<file path="src/flash_ctrl_regs_pkg.sv">
package flash_ctrl_regs_pkg;

  // ==========================================================
  // Register map (byte addresses, 32-bit aligned words)
  // ==========================================================
  localparam logic [15:0] ADDR_SOURCE_CONTROL = 16'h1070;
  localparam logic [15:0] ADDR_SOURCE_FLAGS   = 16'h1074;
  localparam logic [15:0] ADDR_POWERDOWN_CTRL = 16'h107c;
  localparam logic [15:0] ADDR_OUTPUT_CTRL    = 16'h1080;
  localparam logic [15:0] ADDR_EVENT_STATUS   = 16'h1084;
  localparam logic [15:0] ADDR_EVENT_MASK     = 16'h1088;

  localparam int ADDR_WIDTH  = 16;
  localparam int DATA_WIDTH  = 32;
  localparam int SEL_WIDTH   = 4;
  localparam int SRC_COUNT   = 6;
  localparam int EVENT_COUNT = 8;
  localparam int MODE_WIDTH  = 4;

  // ==========================================================
  // Field positions
  // ==========================================================
  localparam int SRC_ENABLE_LSB   = 0;
  localparam int SRC_MASK_LSB     = 8;
  localparam int GLOBAL_GATE_BIT  = 15;
  localparam int BUSY_ENABLE_BIT  = 0;
  localparam int PULLUP_OFF_BIT   = 1;
  localparam int TURBO_BIT        = 2;
  localparam int MODE_LSB         = 0;
  localparam int SLEEP_OK_BIT     = 7;
  localparam int EVT_SLEEP_IN_BIT = 6;
  localparam int EVT_WAKE_BIT     = 7;

  // ==========================================================
  // Reset values and mode codes
  // ==========================================================
  localparam logic [7:0] OUTPUT_CTRL_RESET = 8'h01;
  localparam logic [7:0] POWERDOWN_RESET   = 8'h00;
  localparam logic [7:0] EVENT_RESET       = 8'h00;
  localparam logic [5:0] SRC_RESET         = 6'h00;

  localparam logic [3:0] MODE_PIN_UNUSED = 4'h0;
  localparam logic [3:0] MODE_EXIT_RISE  = 4'h1;
  localparam logic [3:0] MODE_EXIT_FALL  = 4'h2;
  localparam logic [3:0] MODE_LEVEL_HIGH = 4'h4;
  localparam logic [3:0] MODE_LEVEL_LOW  = 4'h8;

  typedef enum logic [0:0] {
    PWR_AWAKE  = 1'b0,
    PWR_ASLEEP = 1'b1
  } power_state_type;

endpackage : flash_ctrl_regs_pkg

</file>
<file path="src/irq_flag_if.sv">
`timescale 1ns/1ps
`default_nettype none

interface irq_flag_if;
  logic [5:0] source;
  logic [5:0] enable;
  logic [5:0] flags;

  modport control (output source, output enable, input flags);
  modport latch   (input source, input enable, output flags);
endinterface : irq_flag_if

`default_nettype wire

</file>
<file path="src/flash_ctrl_regs.sv">
`timescale 1ns/1ps
`default_nettype none

module flash_ctrl_regs
  import flash_ctrl_regs_pkg::*;
(
  input  wire logic        sys_clk,
  input  wire logic        reset,
  input  wire logic        wbCyc,
  input  wire logic        wbStb,
  input  wire logic        wbWe,
  input  wire logic [15:0] wbAdr,
  input  wire logic [3:0]  wbSel,
  input  wire logic [31:0] wbDatI,
  output logic      [31:0] wbDatO,
  output logic             wbAck,
  input  wire logic        hwResetInN,
  input  wire logic        resetModeActive,
  input  wire logic [5:0]  sourceEvents,
  input  wire logic        downloadActive,
  input  wire logic        downloadDone,
  input  wire logic        ifCfgPin,
  input  wire logic        deepSleepPin,
  input  wire logic        sleepRequest,
  input  wire logic        deviceIdle,
  output logic             busyN,
  output logic             upperPullupEnable,
  output logic             fastOutputEnable,
  output logic             deepSleepActive,
  output logic             hostIrqN,
  output logic             irq
);

  // ==========================================================
  // Internal state
  // ==========================================================
  logic [5:0]      srcEnable;
  logic [5:0]      srcMask;
  logic            irqGlobalGate;
  logic            busyEnable;
  logic            upperPullupOff;
  logic            turboEnable;
  logic            hwDownload;
  logic [3:0]      pdMode;
  logic            sleepAllowedFlag;
  power_state_type powerState;
  power_state_type next_powerState;
  logic [7:0]      eventStatus;
  logic [7:0]      eventMask;
  logic [7:0]      eventSet;
  logic [31:0]     readData;
  logic            busWrite;
  logic            pinRise;
  logic            pinFall;
  logic [5:0]      flagRise;

  irq_flag_if flagBus ();

  assign flagBus.source = sourceEvents;
  assign flagBus.enable = srcEnable;

  sticky_flags u_flags (
    .sys_clk (sys_clk),
    .reset   (reset),
    .bus     (flagBus.latch)
  );

  pin_edge #(.WIDTH(1)) u_pin_edge (
    .sys_clk (sys_clk),
    .reset   (reset),
    .level   (deepSleepPin),
    .rise    (pinRise),
    .fall    (pinFall)
  );

  pin_edge #(.WIDTH(SRC_COUNT)) u_flag_edge (
    .sys_clk (sys_clk),
    .reset   (reset),
    .level   (flagBus.flags),
    .rise    (flagRise),
    .fall    ()
  );

  // ==========================================================
  // Wishbone slave: one wait state, write commits on the ack edge
  // ==========================================================
  assign busWrite = wbCyc & wbStb & wbWe & wbAck & wbSel[0];

  always_ff @(posedge sys_clk or posedge reset) begin
    if (reset) begin
      wbAck  <= 1'b0;
      wbDatO <= 32'h00000000;
    end else begin
      wbAck  <= wbCyc & wbStb & ~wbAck;
      wbDatO <= readData;
    end
  end

  // Unmapped words and reserved bits read as zero
  always_comb begin
    readData = 32'h00000000;
    unique case ({wbAdr[15:2], 2'b00})
      ADDR_SOURCE_CONTROL: begin
        readData[SRC_ENABLE_LSB +: SRC_COUNT] = srcEnable;
        readData[SRC_MASK_LSB +: SRC_COUNT]   = srcMask;
        readData[GLOBAL_GATE_BIT]             = irqGlobalGate;
      end
      ADDR_SOURCE_FLAGS: begin
        readData[SRC_COUNT-1:0] = flagBus.flags;
      end
      ADDR_OUTPUT_CTRL: begin
        readData[BUSY_ENABLE_BIT] = busyEnable;
        readData[PULLUP_OFF_BIT]  = upperPullupOff;
        readData[TURBO_BIT]       = turboEnable;
      end
      ADDR_POWERDOWN_CTRL: begin
        readData[MODE_LSB +: MODE_WIDTH] = pdMode;
        readData[SLEEP_OK_BIT]           = sleepAllowedFlag;
      end
      ADDR_EVENT_STATUS: begin
        readData[EVENT_COUNT-1:0] = eventStatus;
      end
      ADDR_EVENT_MASK: begin
        readData[EVENT_COUNT-1:0] = eventMask;
      end
      default: readData = 32'h00000000;
    endcase
  end

  // ==========================================================
  // Interrupt source control
  // ==========================================================
  always_ff @(posedge sys_clk or posedge reset) begin
    if (reset) begin
      srcEnable     <= SRC_RESET;
      srcMask       <= SRC_RESET;
      irqGlobalGate <= 1'b0;
    end else if (busWrite && {wbAdr[15:2], 2'b00} == ADDR_SOURCE_CONTROL) begin
      srcEnable <= wbDatI[SRC_ENABLE_LSB +: SRC_COUNT];
      if (wbSel[1]) begin
        srcMask       <= wbDatI[SRC_MASK_LSB +: SRC_COUNT];
        irqGlobalGate <= wbDatI[GLOBAL_GATE_BIT];
      end
    end
  end

  // Request pin needs the global gate and the per-source mask
  always_ff @(posedge sys_clk or posedge reset) begin
    if (reset) begin
      hostIrqN <= 1'b1;
    end else begin
      hostIrqN <= ~(irqGlobalGate & |(flagBus.flags & srcMask));
    end
  end

  // ==========================================================
  // Output control: survives the internal reset mode
  // ==========================================================
  always_ff @(posedge sys_clk or posedge reset) begin
    if (reset) begin
      busyEnable     <= OUTPUT_CTRL_RESET[BUSY_ENABLE_BIT];
      upperPullupOff <= OUTPUT_CTRL_RESET[PULLUP_OFF_BIT];
      turboEnable    <= OUTPUT_CTRL_RESET[TURBO_BIT];
    end else if (!hwResetInN) begin
      busyEnable     <= OUTPUT_CTRL_RESET[BUSY_ENABLE_BIT];
      upperPullupOff <= OUTPUT_CTRL_RESET[PULLUP_OFF_BIT];
      turboEnable    <= OUTPUT_CTRL_RESET[TURBO_BIT];
    end else if (busWrite && {wbAdr[15:2], 2'b00} == ADDR_OUTPUT_CTRL) begin
      // No cascade position compare: every device in a chain takes the write
      busyEnable     <= wbDatI[BUSY_ENABLE_BIT];
      upperPullupOff <= wbDatI[PULLUP_OFF_BIT];
      turboEnable    <= wbDatI[TURBO_BIT];
    end
  end

  // Download started by the hardware reset pin ignores the gate bit
  always_ff @(posedge sys_clk or posedge reset) begin
    if (reset) begin
      hwDownload <= 1'b0;
    end else if (!hwResetInN) begin
      hwDownload <= 1'b1;
    end else if (downloadDone) begin
      hwDownload <= 1'b0;
    end
  end

  always_ff @(posedge sys_clk or posedge reset) begin
    if (reset) begin
      busyN             <= 1'b1;
      upperPullupEnable <= 1'b0;
      fastOutputEnable  <= 1'b0;
    end else begin
      busyN             <= ~(downloadActive & (hwDownload | busyEnable));
      upperPullupEnable <= ~upperPullupOff & ~ifCfgPin;
      fastOutputEnable  <= turboEnable;
    end
  end

  // ==========================================================
  // Deep power-down control
  // ==========================================================
  always_ff @(posedge sys_clk or posedge reset) begin
    if (reset) begin
      pdMode <= POWERDOWN_RESET[MODE_LSB +: MODE_WIDTH];
    end else if (resetModeActive) begin
      pdMode <= POWERDOWN_RESET[MODE_LSB +: MODE_WIDTH];
    end else if (busWrite && {wbAdr[15:2], 2'b00} == ADDR_POWERDOWN_CTRL) begin
      pdMode <= wbDatI[MODE_LSB +: MODE_WIDTH];
    end
  end

  // Not allowed while a boot download is still running
  always_ff @(posedge sys_clk or posedge reset) begin
    if (reset) begin
      sleepAllowedFlag <= 1'b0;
    end else begin
      sleepAllowedFlag <= deviceIdle & ~downloadActive;
    end
  end

  // Edge and unused-pin modes enter on the controller's request;
  // an unlisted mode code wakes the device rather than trap it asleep.
  always_comb begin
    next_powerState = powerState;
    unique case (powerState)
      PWR_AWAKE: begin
        if (pdMode == MODE_LEVEL_HIGH) begin
          if (deepSleepPin) next_powerState = PWR_ASLEEP;
        end else if (pdMode == MODE_LEVEL_LOW) begin
          if (!deepSleepPin) next_powerState = PWR_ASLEEP;
        end else if (sleepRequest && sleepAllowedFlag) begin
          next_powerState = PWR_ASLEEP;
        end
      end
      PWR_ASLEEP: begin
        if (pdMode == MODE_PIN_UNUSED) begin
          if (!sleepRequest) next_powerState = PWR_AWAKE;
        end else if (pdMode == MODE_EXIT_RISE) begin
          if (pinRise) next_powerState = PWR_AWAKE;
        end else if (pdMode == MODE_EXIT_FALL) begin
          if (pinFall) next_powerState = PWR_AWAKE;
        end else if (pdMode == MODE_LEVEL_HIGH) begin
          if (!deepSleepPin) next_powerState = PWR_AWAKE;
        end else if (pdMode == MODE_LEVEL_LOW) begin
          if (deepSleepPin) next_powerState = PWR_AWAKE;
        end else begin
          next_powerState = PWR_AWAKE;
        end
      end
    endcase
  end

  always_ff @(posedge sys_clk or posedge reset) begin
    if (reset) begin
      powerState      <= PWR_AWAKE;
      deepSleepActive <= 1'b0;
    end else begin
      powerState      <= next_powerState;
      deepSleepActive <= (next_powerState == PWR_ASLEEP);
    end
  end

  // ==========================================================
  // Event status (write one to clear) and interrupt output
  // ==========================================================
  always_comb begin
    eventSet                   = {2'b00, flagRise};
    eventSet[EVT_SLEEP_IN_BIT] = (powerState == PWR_AWAKE) && (next_powerState == PWR_ASLEEP);
    eventSet[EVT_WAKE_BIT]     = (powerState == PWR_ASLEEP) && (next_powerState == PWR_AWAKE);
  end

  // A new event in the clearing cycle survives the clear
  always_ff @(posedge sys_clk or posedge reset) begin
    if (reset) begin
      eventStatus <= EVENT_RESET;
    end else if (busWrite && {wbAdr[15:2], 2'b00} == ADDR_EVENT_STATUS) begin
      eventStatus <= (eventStatus & ~wbDatI[EVENT_COUNT-1:0]) | eventSet;
    end else begin
      eventStatus <= eventStatus | eventSet;
    end
  end

  always_ff @(posedge sys_clk or posedge reset) begin
    if (reset) begin
      eventMask <= EVENT_RESET;
    end else if (busWrite && {wbAdr[15:2], 2'b00} == ADDR_EVENT_MASK) begin
      eventMask <= wbDatI[EVENT_COUNT-1:0];
    end
  end

  always_ff @(posedge sys_clk or posedge reset) begin
    if (reset) begin
      irq <= 1'b0;
    end else begin
      irq <= |(eventStatus & eventMask);
    end
  end
endmodule : flash_ctrl_regs

`default_nettype wire

</file>
<file path="src/pin_edge.sv">
`timescale 1ns/1ps
`default_nettype none

module pin_edge #(
  parameter int WIDTH = 1
) (
  input  wire logic             sys_clk,
  input  wire logic             reset,
  input  wire logic [WIDTH-1:0] level,
  output logic      [WIDTH-1:0] rise,
  output logic      [WIDTH-1:0] fall
);

  logic [WIDTH-1:0] previous;

  always_ff @(posedge sys_clk or posedge reset) begin
    if (reset) begin
      previous <= '0;
    end else begin
      previous <= level;
    end
  end

  assign rise = level & ~previous;
  assign fall = ~level & previous;

endmodule : pin_edge

`default_nettype wire

</file>
<file path="src/sticky_flags.sv">
`timescale 1ns/1ps
`default_nettype none

module sticky_flags (
  input wire logic sys_clk,
  input wire logic reset,
  irq_flag_if.latch bus
);

  // A disabled channel is held clear; toggling its enable re-arms it
  always_ff @(posedge sys_clk or posedge reset) begin
    if (reset) begin
      bus.flags <= 6'h00;
    end else begin
      bus.flags <= bus.enable & (bus.flags | bus.source);
    end
  end

endmodule : sticky_flags

`default_nettype wire

</file>
<file path="config.mk">
export PLATFORM = sky130hd
export DESIGN_NAME = flash_ctrl_regs
export DESIGN_NICKNAME = d
export VERILOG_FILES = /design/src/flash_ctrl_regs_pkg.sv /design/src/irq_flag_if.sv /design/src/flash_ctrl_regs.sv /design/src/pin_edge.sv /design/src/sticky_flags.sv
export SDC_FILE = /design/constraint.sdc
export NUM_CORES = 1
export LEC_CHECK = 0
export ABC_CLOCK_PERIOD_IN_PS = 2800
export BUFFER_PORTS_ARGS = -buffer_cell sky130_fd_sc_hd__buf_4
export CORE_UTILIZATION = 40
export CTS_BUF_LIST = sky130_fd_sc_hd__clkbuf_4 sky130_fd_sc_hd__clkbuf_8 sky130_fd_sc_hd__clkbuf_16
export CTS_CLUSTER_DIAMETER = 120
export CTS_CLUSTER_SIZE = 25
export DETAILED_ROUTE_END_ITERATION = 10
export GPL_TIMING_DRIVEN = 0
export PLACE_DENSITY = 0.76
export SYNTH_ARGS = -nofsm -noshare
export SYNTH_HDL_FRONTEND = slang
export SYNTH_SLANG_ARGS = --single-unit
</file>
<file path="constraint.sdc">
create_clock -name sys_clk -period 2.8 [get_ports sys_clk]
set_input_delay 0.56 -clock sys_clk [delete_from_list [all_inputs] [get_ports sys_clk]]
set_output_delay 0.56 -clock sys_clk [all_outputs]
set_load 0.02 [all_outputs]
</file>
* After elaboration in Yosys (flattened, before gate mapping)
Cells that the tools add are included. W data, S select, Z words.
Storage, ports and cells: output and inout bits 39, bits of input ports 71, RAM bits 0, logic and storage cells 111, bits in read-only memories 0, register bits after elaboration 73, memories kept 0, bits in latches 0
Cells by class: multipliers 0, divide/modulo/power cells 0, $add $sub $neg 0, $lt $le $gt $ge 0, shift-type cells 0, reductions and logical operators 13, bitwise logic cells 32, eq/ne operators 12, muxes and demuxes 32
Operators by type and width (count):
- $eq A14 B11 Y1 const B | 6
- $mux W1 | 22
- $and A6 B6 Y6 | 3
- $pmux W3 S6 | 1
- $and A8 B8 Y8 | 2
- $or A8 B8 Y8 | 2
- $and A1 B1 Y1 | 11
- $not A1 Y1 | 10
- $logic_and A1 B1 Y1 | 8
- $mux W4 | 2
- $mux W8 | 1
- $not A8 Y8 | 1
- $pmux W2 S4 | 1
- $reduce_or A8 Y1 | 1
- $mux W6 | 1
- $not A6 Y6 | 1
- $or A6 B6 Y6 | 1
- $reduce_or A6 Y1 | 1
- $pmux W1 S5 | 1
- $eq A4 B1 Y1 const B | 1
- $eq A4 B2 Y1 const B | 1
- $eq A4 B3 Y1 const B | 1
- $eq A4 B4 Y1 const B | 1
- $logic_not A4 Y1 | 1
- other kinds (6) | 8

* Logic depth before layout (Yosys ltp)
word-level depth 11, gate-level depth with buffers 6

* Modules after synthesis
Synthesis repeated with hierarchy kept, for this count alone.
Second synthesis, totals: cell total of the unflattened synthesis 291, area, all modules 3434.5 µm²
Modules (own cells, without submodules):
- flash_ctrl_regs | cells each 255, times used 1, area an instance 2932.8 µm², sequential area each 1505.2 µm²
- pin_edge at u_flag_edge | cells each 19, times used 1, area an instance 259.0 µm², sequential area each 150.1 µm²
- sticky_flags | cells each 13, times used 1, area an instance 198.9 µm², sequential area each 150.1 µm²
- pin_edge at u_pin_edge | cells each 4, times used 1, area an instance 43.8 µm², sequential area each 25.0 µm²

* Worst setup path after synthesis
OpenSTA, ideal clock, no wires.
path kind input-to-reg, start point in wbAdr[11], end point reg irqGlobalGate, arrival time 2.120 ns, buffers on the path 2, cell stages on the path 6, path slack 0.555 ns, setup time 0.125 ns, cells stage by stage or4b_4 buf_6 nor3_4 and4_1 buf_6 mux2_4
Between the ends: word-level cells in the longest chain between the ends 3
Ends and longest elaborated chain:
- from (decl) | RTL line flash_ctrl_regs.sv:12 | input wire logic [15:0] wbAdr,
- $eq A14 B11 Y1 | RTL line flash_ctrl_regs.sv:138 | end else if (busWrite && {wbAdr[15:2], 2'b00} == ADDR_SOURCE_CONTROL) begin
- $logic_and A1 B1 Y1 | RTL line flash_ctrl_regs.sv:138
- $reduce_and A2 Y1 (no line)
- to (signal assigned) | RTL line flash_ctrl_regs.sv:142 | irqGlobalGate <= wbDatI[GLOBAL_GATE_BIT];
- to (decl) | RTL line flash_ctrl_regs.sv:39 | logic irqGlobalGate;
Every way passes these cells. A chain may end at the register's enable or synchronous reset.

* Worst setup path after layout
start point in wbAdr[5], end point reg eventMask[0]
Between the ends: word-level cells in the longest chain between the ends 2
Ends and longest elaborated chain:
- $eq A14 B11 Y1 | RTL line flash_ctrl_regs.sv:286 | end else if (busWrite && {wbAdr[15:2], 2'b00} == ADDR_EVENT_MASK) begin
- $logic_and A1 B1 Y1 | RTL line flash_ctrl_regs.sv:286
- to (signal assigned) | RTL line flash_ctrl_regs.sv:287 | eventMask <= wbDatI[EVENT_COUNT-1:0];
- to (decl) | RTL line flash_ctrl_regs.sv:49 | logic [7:0] eventMask;
Every way passes these cells.

==> Flow_metrics.wiki <==
{| class="wikitable"
! Metric !! Value
|-
| Status || finished, final reports clean
|-
| Sw power || 501 uW
|-
| Global-route usage over all layers || 0.195
|-
| Post-synthesis sequential element count || 73
|-
| Final Setup Violations || 0
|-
| Max Cap Viol || 0
|-
| Number of cells produced by synthesis || approximately 280
|-
| Pin count of the biggest net entering global routing || 74
|-
| Required @ worst endpoint || around 3 ns
|-
| R2R cell count || 5
|-
| Initial core utilization || 0.424
|-
| Post-CTS clock slew at the launch and capture registers of the worst setup and hold paths || ~0.07 ns
|-
| Final Skew || between 0.006 and 0.007 ns
|-
| Share of the core filled with cells in the final layout || 0.545
|-
| Syn_area_per_cell || 11.9 um2
|-
| Filler Cells Inserted || 707
|-
| Crit Path Category || in2reg
|-
| CTS Root Cell || clkbuf_8
|-
| Part of the power in combinational logic || 0.081
|-
| Post-CTS Repair Setup Buffers || 0
|-
| Final-report max-slew violation count || 0
|-
| CP Max Fanout || 8
|-
| Combined area of the multi-input logic cells || between 1000 and 1500 um2
|-
| Relative contribution of the clock network to total power || 0.428
|-
| Number of cells on the worst hold path || 2
|-
| Number of top-level pins || 110
|-
| Total CTS buffers || 9
|-
| Worst min-delay path endpoint || upperPullupEnable
|-
| Post-placement setup slack || around 0.20 ns
|-
| DR DRC count || 0
|-
| Highest cell delay on the worst timing path || just over 0.6 ns
|-
| Antenna violations before repair || 0
|-
| Most common flop cell mapped by yosys || dfrtp_1
|-
| Drt first pass iters || 4
|-
| Antenna Violating Nets Remaining || 0
|-
| Post-CTS resize count || 0
|-
| Post-DP HPWL || slightly below 6 mm
|-
| Final net count || roughly 450
|-
| First-pass GRT wire length || approximately 13 mm
|-
| Smallest setup slack after layout || roughly 0.56 ns
|-
| Number of enable flip-flop cells after synthesis || 0
|-
| Most repeated cell in the gate-level netlist after synthesis || dfrtp_1
|-
| Hold buffers post-CTS || 0
|-
| Capturing element type of the critical path || register
|-
| Core ar. || just under 8000 um2
|-
| Number of global-route vias before repair || ~2500
|-
| PnR Total Power || about 2200 uW
|-
| Worst hold start || ifCfgPin
|-
| Number of core rows || 32
|-
| Number of port buffers || 71
|-
| Die area || around 8700 um2
|-
| Sequential share of power || 0.491
|-
| Power density normalized to cell area || around 500 nW/um2
|-
| Slew headroom || 0.415
|-
| Die Span Y || 93.4 um
|-
| CTS tree || yes
|-
| Pin slew with the least headroom to its limit || 0.877 ns
|-
| Number of vias per cell || between 5 and 6
|-
| Tmin final || 2.24 ns
|-
| Share of Yosys cell area claimed by the top area cell type || 0.524
|-
| Cell internal power dissipation || around 1700 uW
|-
| Leakage power figure || approximately 0.0021 uW
|-
| Post-synthesis sequential area ratio || 0.547
|-
| Critical path arrival || between 2 and 2.5 ns
|-
| H-tree depth || 3
|-
| Fraction of power spent switching nets || 0.231
|-
| Area growth from synthesis to final layout || 28.4%
|-
| Min Hold Slack || 0.356 ns
|-
| Library cell contributing the largest single delay on the critical path || nor3_2
|-
| Max Freq || ~450 MHz
|-
| Source-to-sink clock delay at the later pin of the worst-skew pair || 0.35 ns
|-
| Top cells by area, synth || dfrtp_1 (52%), mux2_2 (4.7%), buf_4 (4.0%)
|-
| Critical register-to-register path startpoint || wbAck
|-
| Drt initial violations || 180
|-
| Clock tree sinks || 73
|-
| Top cell types by occurrence after synthesis || dfrtp_1 (70), buf_4 (18), nand3_1 (16), o21ai_0 (16), mux2_2 (14)
|-
| Vias after detailed routing || roughly 2600
|-
| Maximum vdd drop || about 230 uV
|-
| Final cycle utilization of the critical path || 0.799
|-
| Share of synthesized registers carrying an async set or reset || 1.00
|-
| Hold violation count in the final report || 0
|-
| Startpoint Class || input port
|-
| Overall overflow remaining after global route || 0
|-
| Count of inserted antenna diode cells || 0
|-
| Synth Warn # || 0
|-
| Cells along the critical path || buf_4, nor4b_2, nand3_1, nor3_2, mux2_2
|-
| Worst r2r dst || eventMask[0]
|-
| Total wire length after detailed routing || approximately 8 mm
|-
| Post-synthesis instance area || roughly 3300 um2
|-
| Share of cells above drive strength 1 || 0.377
|-
| Register cell area after layout || 1830 um2
|-
| Synth area leader || dfrtp_1
|-
| RePlAce Congestion || just over 0.9
|-
| Maximum root-to-sink buffer count || 2
|-
| Setup repair after global routing missed its margin || false
|-
| Post-route setup TNS || 0 ns
|-
| Internal reg-to-reg setup slack || ~0.63 ns
|-
| Overall die width || 93.4 um
|-
| Avg WL per Cell || 16.4 um
|-
| Worst min-delay path category || in2reg
|-
| Count of unique library cells instantiated by Yosys || 48
|}
critical path, delay by kind of cell:
kind	cells	cell delay [ns]
buffers and inverters	1	0.12
muxes	1	0.42
and+or+nand+nor	3	1.37
layout make-up:
type	count	share of cell area
Inverter	13	0.0119
Clock buffer	10	0.0320
Multi-Input combinational cell	184	0.311
Sequential cell	73	0.426
Tap cell	102	0.0297
Timing Repair Buffer	71	0.124
Clock inverter	6	0.0210
Buffer	28	0.0440
layer usage:
metal,share of wire,track usage,vias to the layer above
met4,0.015,0.0590,0
met5,0,0,-
met1,0.40,0.241,1286
met3,0.073,0.0618,14
met2,0.51,0.325,96
li1,-,-,1208
kinds of logic after synthesis:
group                  count (synthesis)  synth area share
AOI/OAI and AO/OA                     64             0.133
buffers and inverters                 41            0.0711
DFF                                   73             0.547
muxes                                 25            0.0905
other                                  1           0.00112
and+or+nand+nor                       78             0.157
power groups by stage:
| stage | registers (uW) | clock network, uW | logic, uW |
|---|---|---|---|
| 3_3_place_gp | 1090 | 0 | 172 |
| 4_1_cts | 1070 | 946 | 177 |
| 2_1_floorplan | 1090 | 0 | 85.9 |
| 5_1_grt | 1070 | 985 | 193 |
| 3_5_place_dp | 1090 | 0 | 177 |
| 6_report | 1070 | 928 | 176 |
worst max-delay path by stage:
| stage | start | to | slack (ns) | cells past startpoint |
|---|---|---|---|---|
| floorplan | reset | eventMask[0] | 0.39 | 1 |
| global placement | reset | wbDatO[5] | -0.38 | 2 |
| detailed placement | wbAdr[5] | eventMask[0] | 0.20 | 5 |
| CTS | wbAdr[5] | eventMask[0] | 0.57 | 5 |
| global route | wbAdr[5] | eventMask[6] | 0.44 | 5 |
| finish | wbAdr[5] | eventMask[0] | 0.56 | 5 |
stage by stage:
| step | instances | instance area, um2 |
|---|---|---|
| after floorplan | 298 | 3400 |
| after global placement | 471 | 4070 |
| after detailed placement | 471 | 4070 |
| after CTS | 487 | 4300 |
| after global routing | 487 | 4300 |
| final | 487 | 4300 |
registers in the layout, indices dropped and copies added, names as in the netlist, 4 cells and up:
register,cells
pdMode,4
wbDatO,15
flagBus.enable,6
u_flags.bus.flags,6
srcMask,6
eventMask,8
eventStatus,8
u_flag_edge.previous,6
layout by cell type (no fill, tap or decap), drive strengths merged, types with 2 or more instances in the layout:
master,n
conb,17
clkbuf,17
clkinv,2
a221oi,2
a31oi,2
mux2,21
nor2,10
nor4,5
nor4b,3
or3,3
nand4,4
a21oi,8
dfrtp,70
a221o,3
or4b,2
nand3,16
mux2i,4
a22oi,12
and3,8
o21ai,16
nand2b,2
bufinv,2
o41ai,2
buf,92
a22o,8
o21a,6
nor3,6
dfstp,3
inv,14
or2,3
nand2,8
nand4b,3
or4,2
Note: power is estimated with default switching activity, not from simulation.
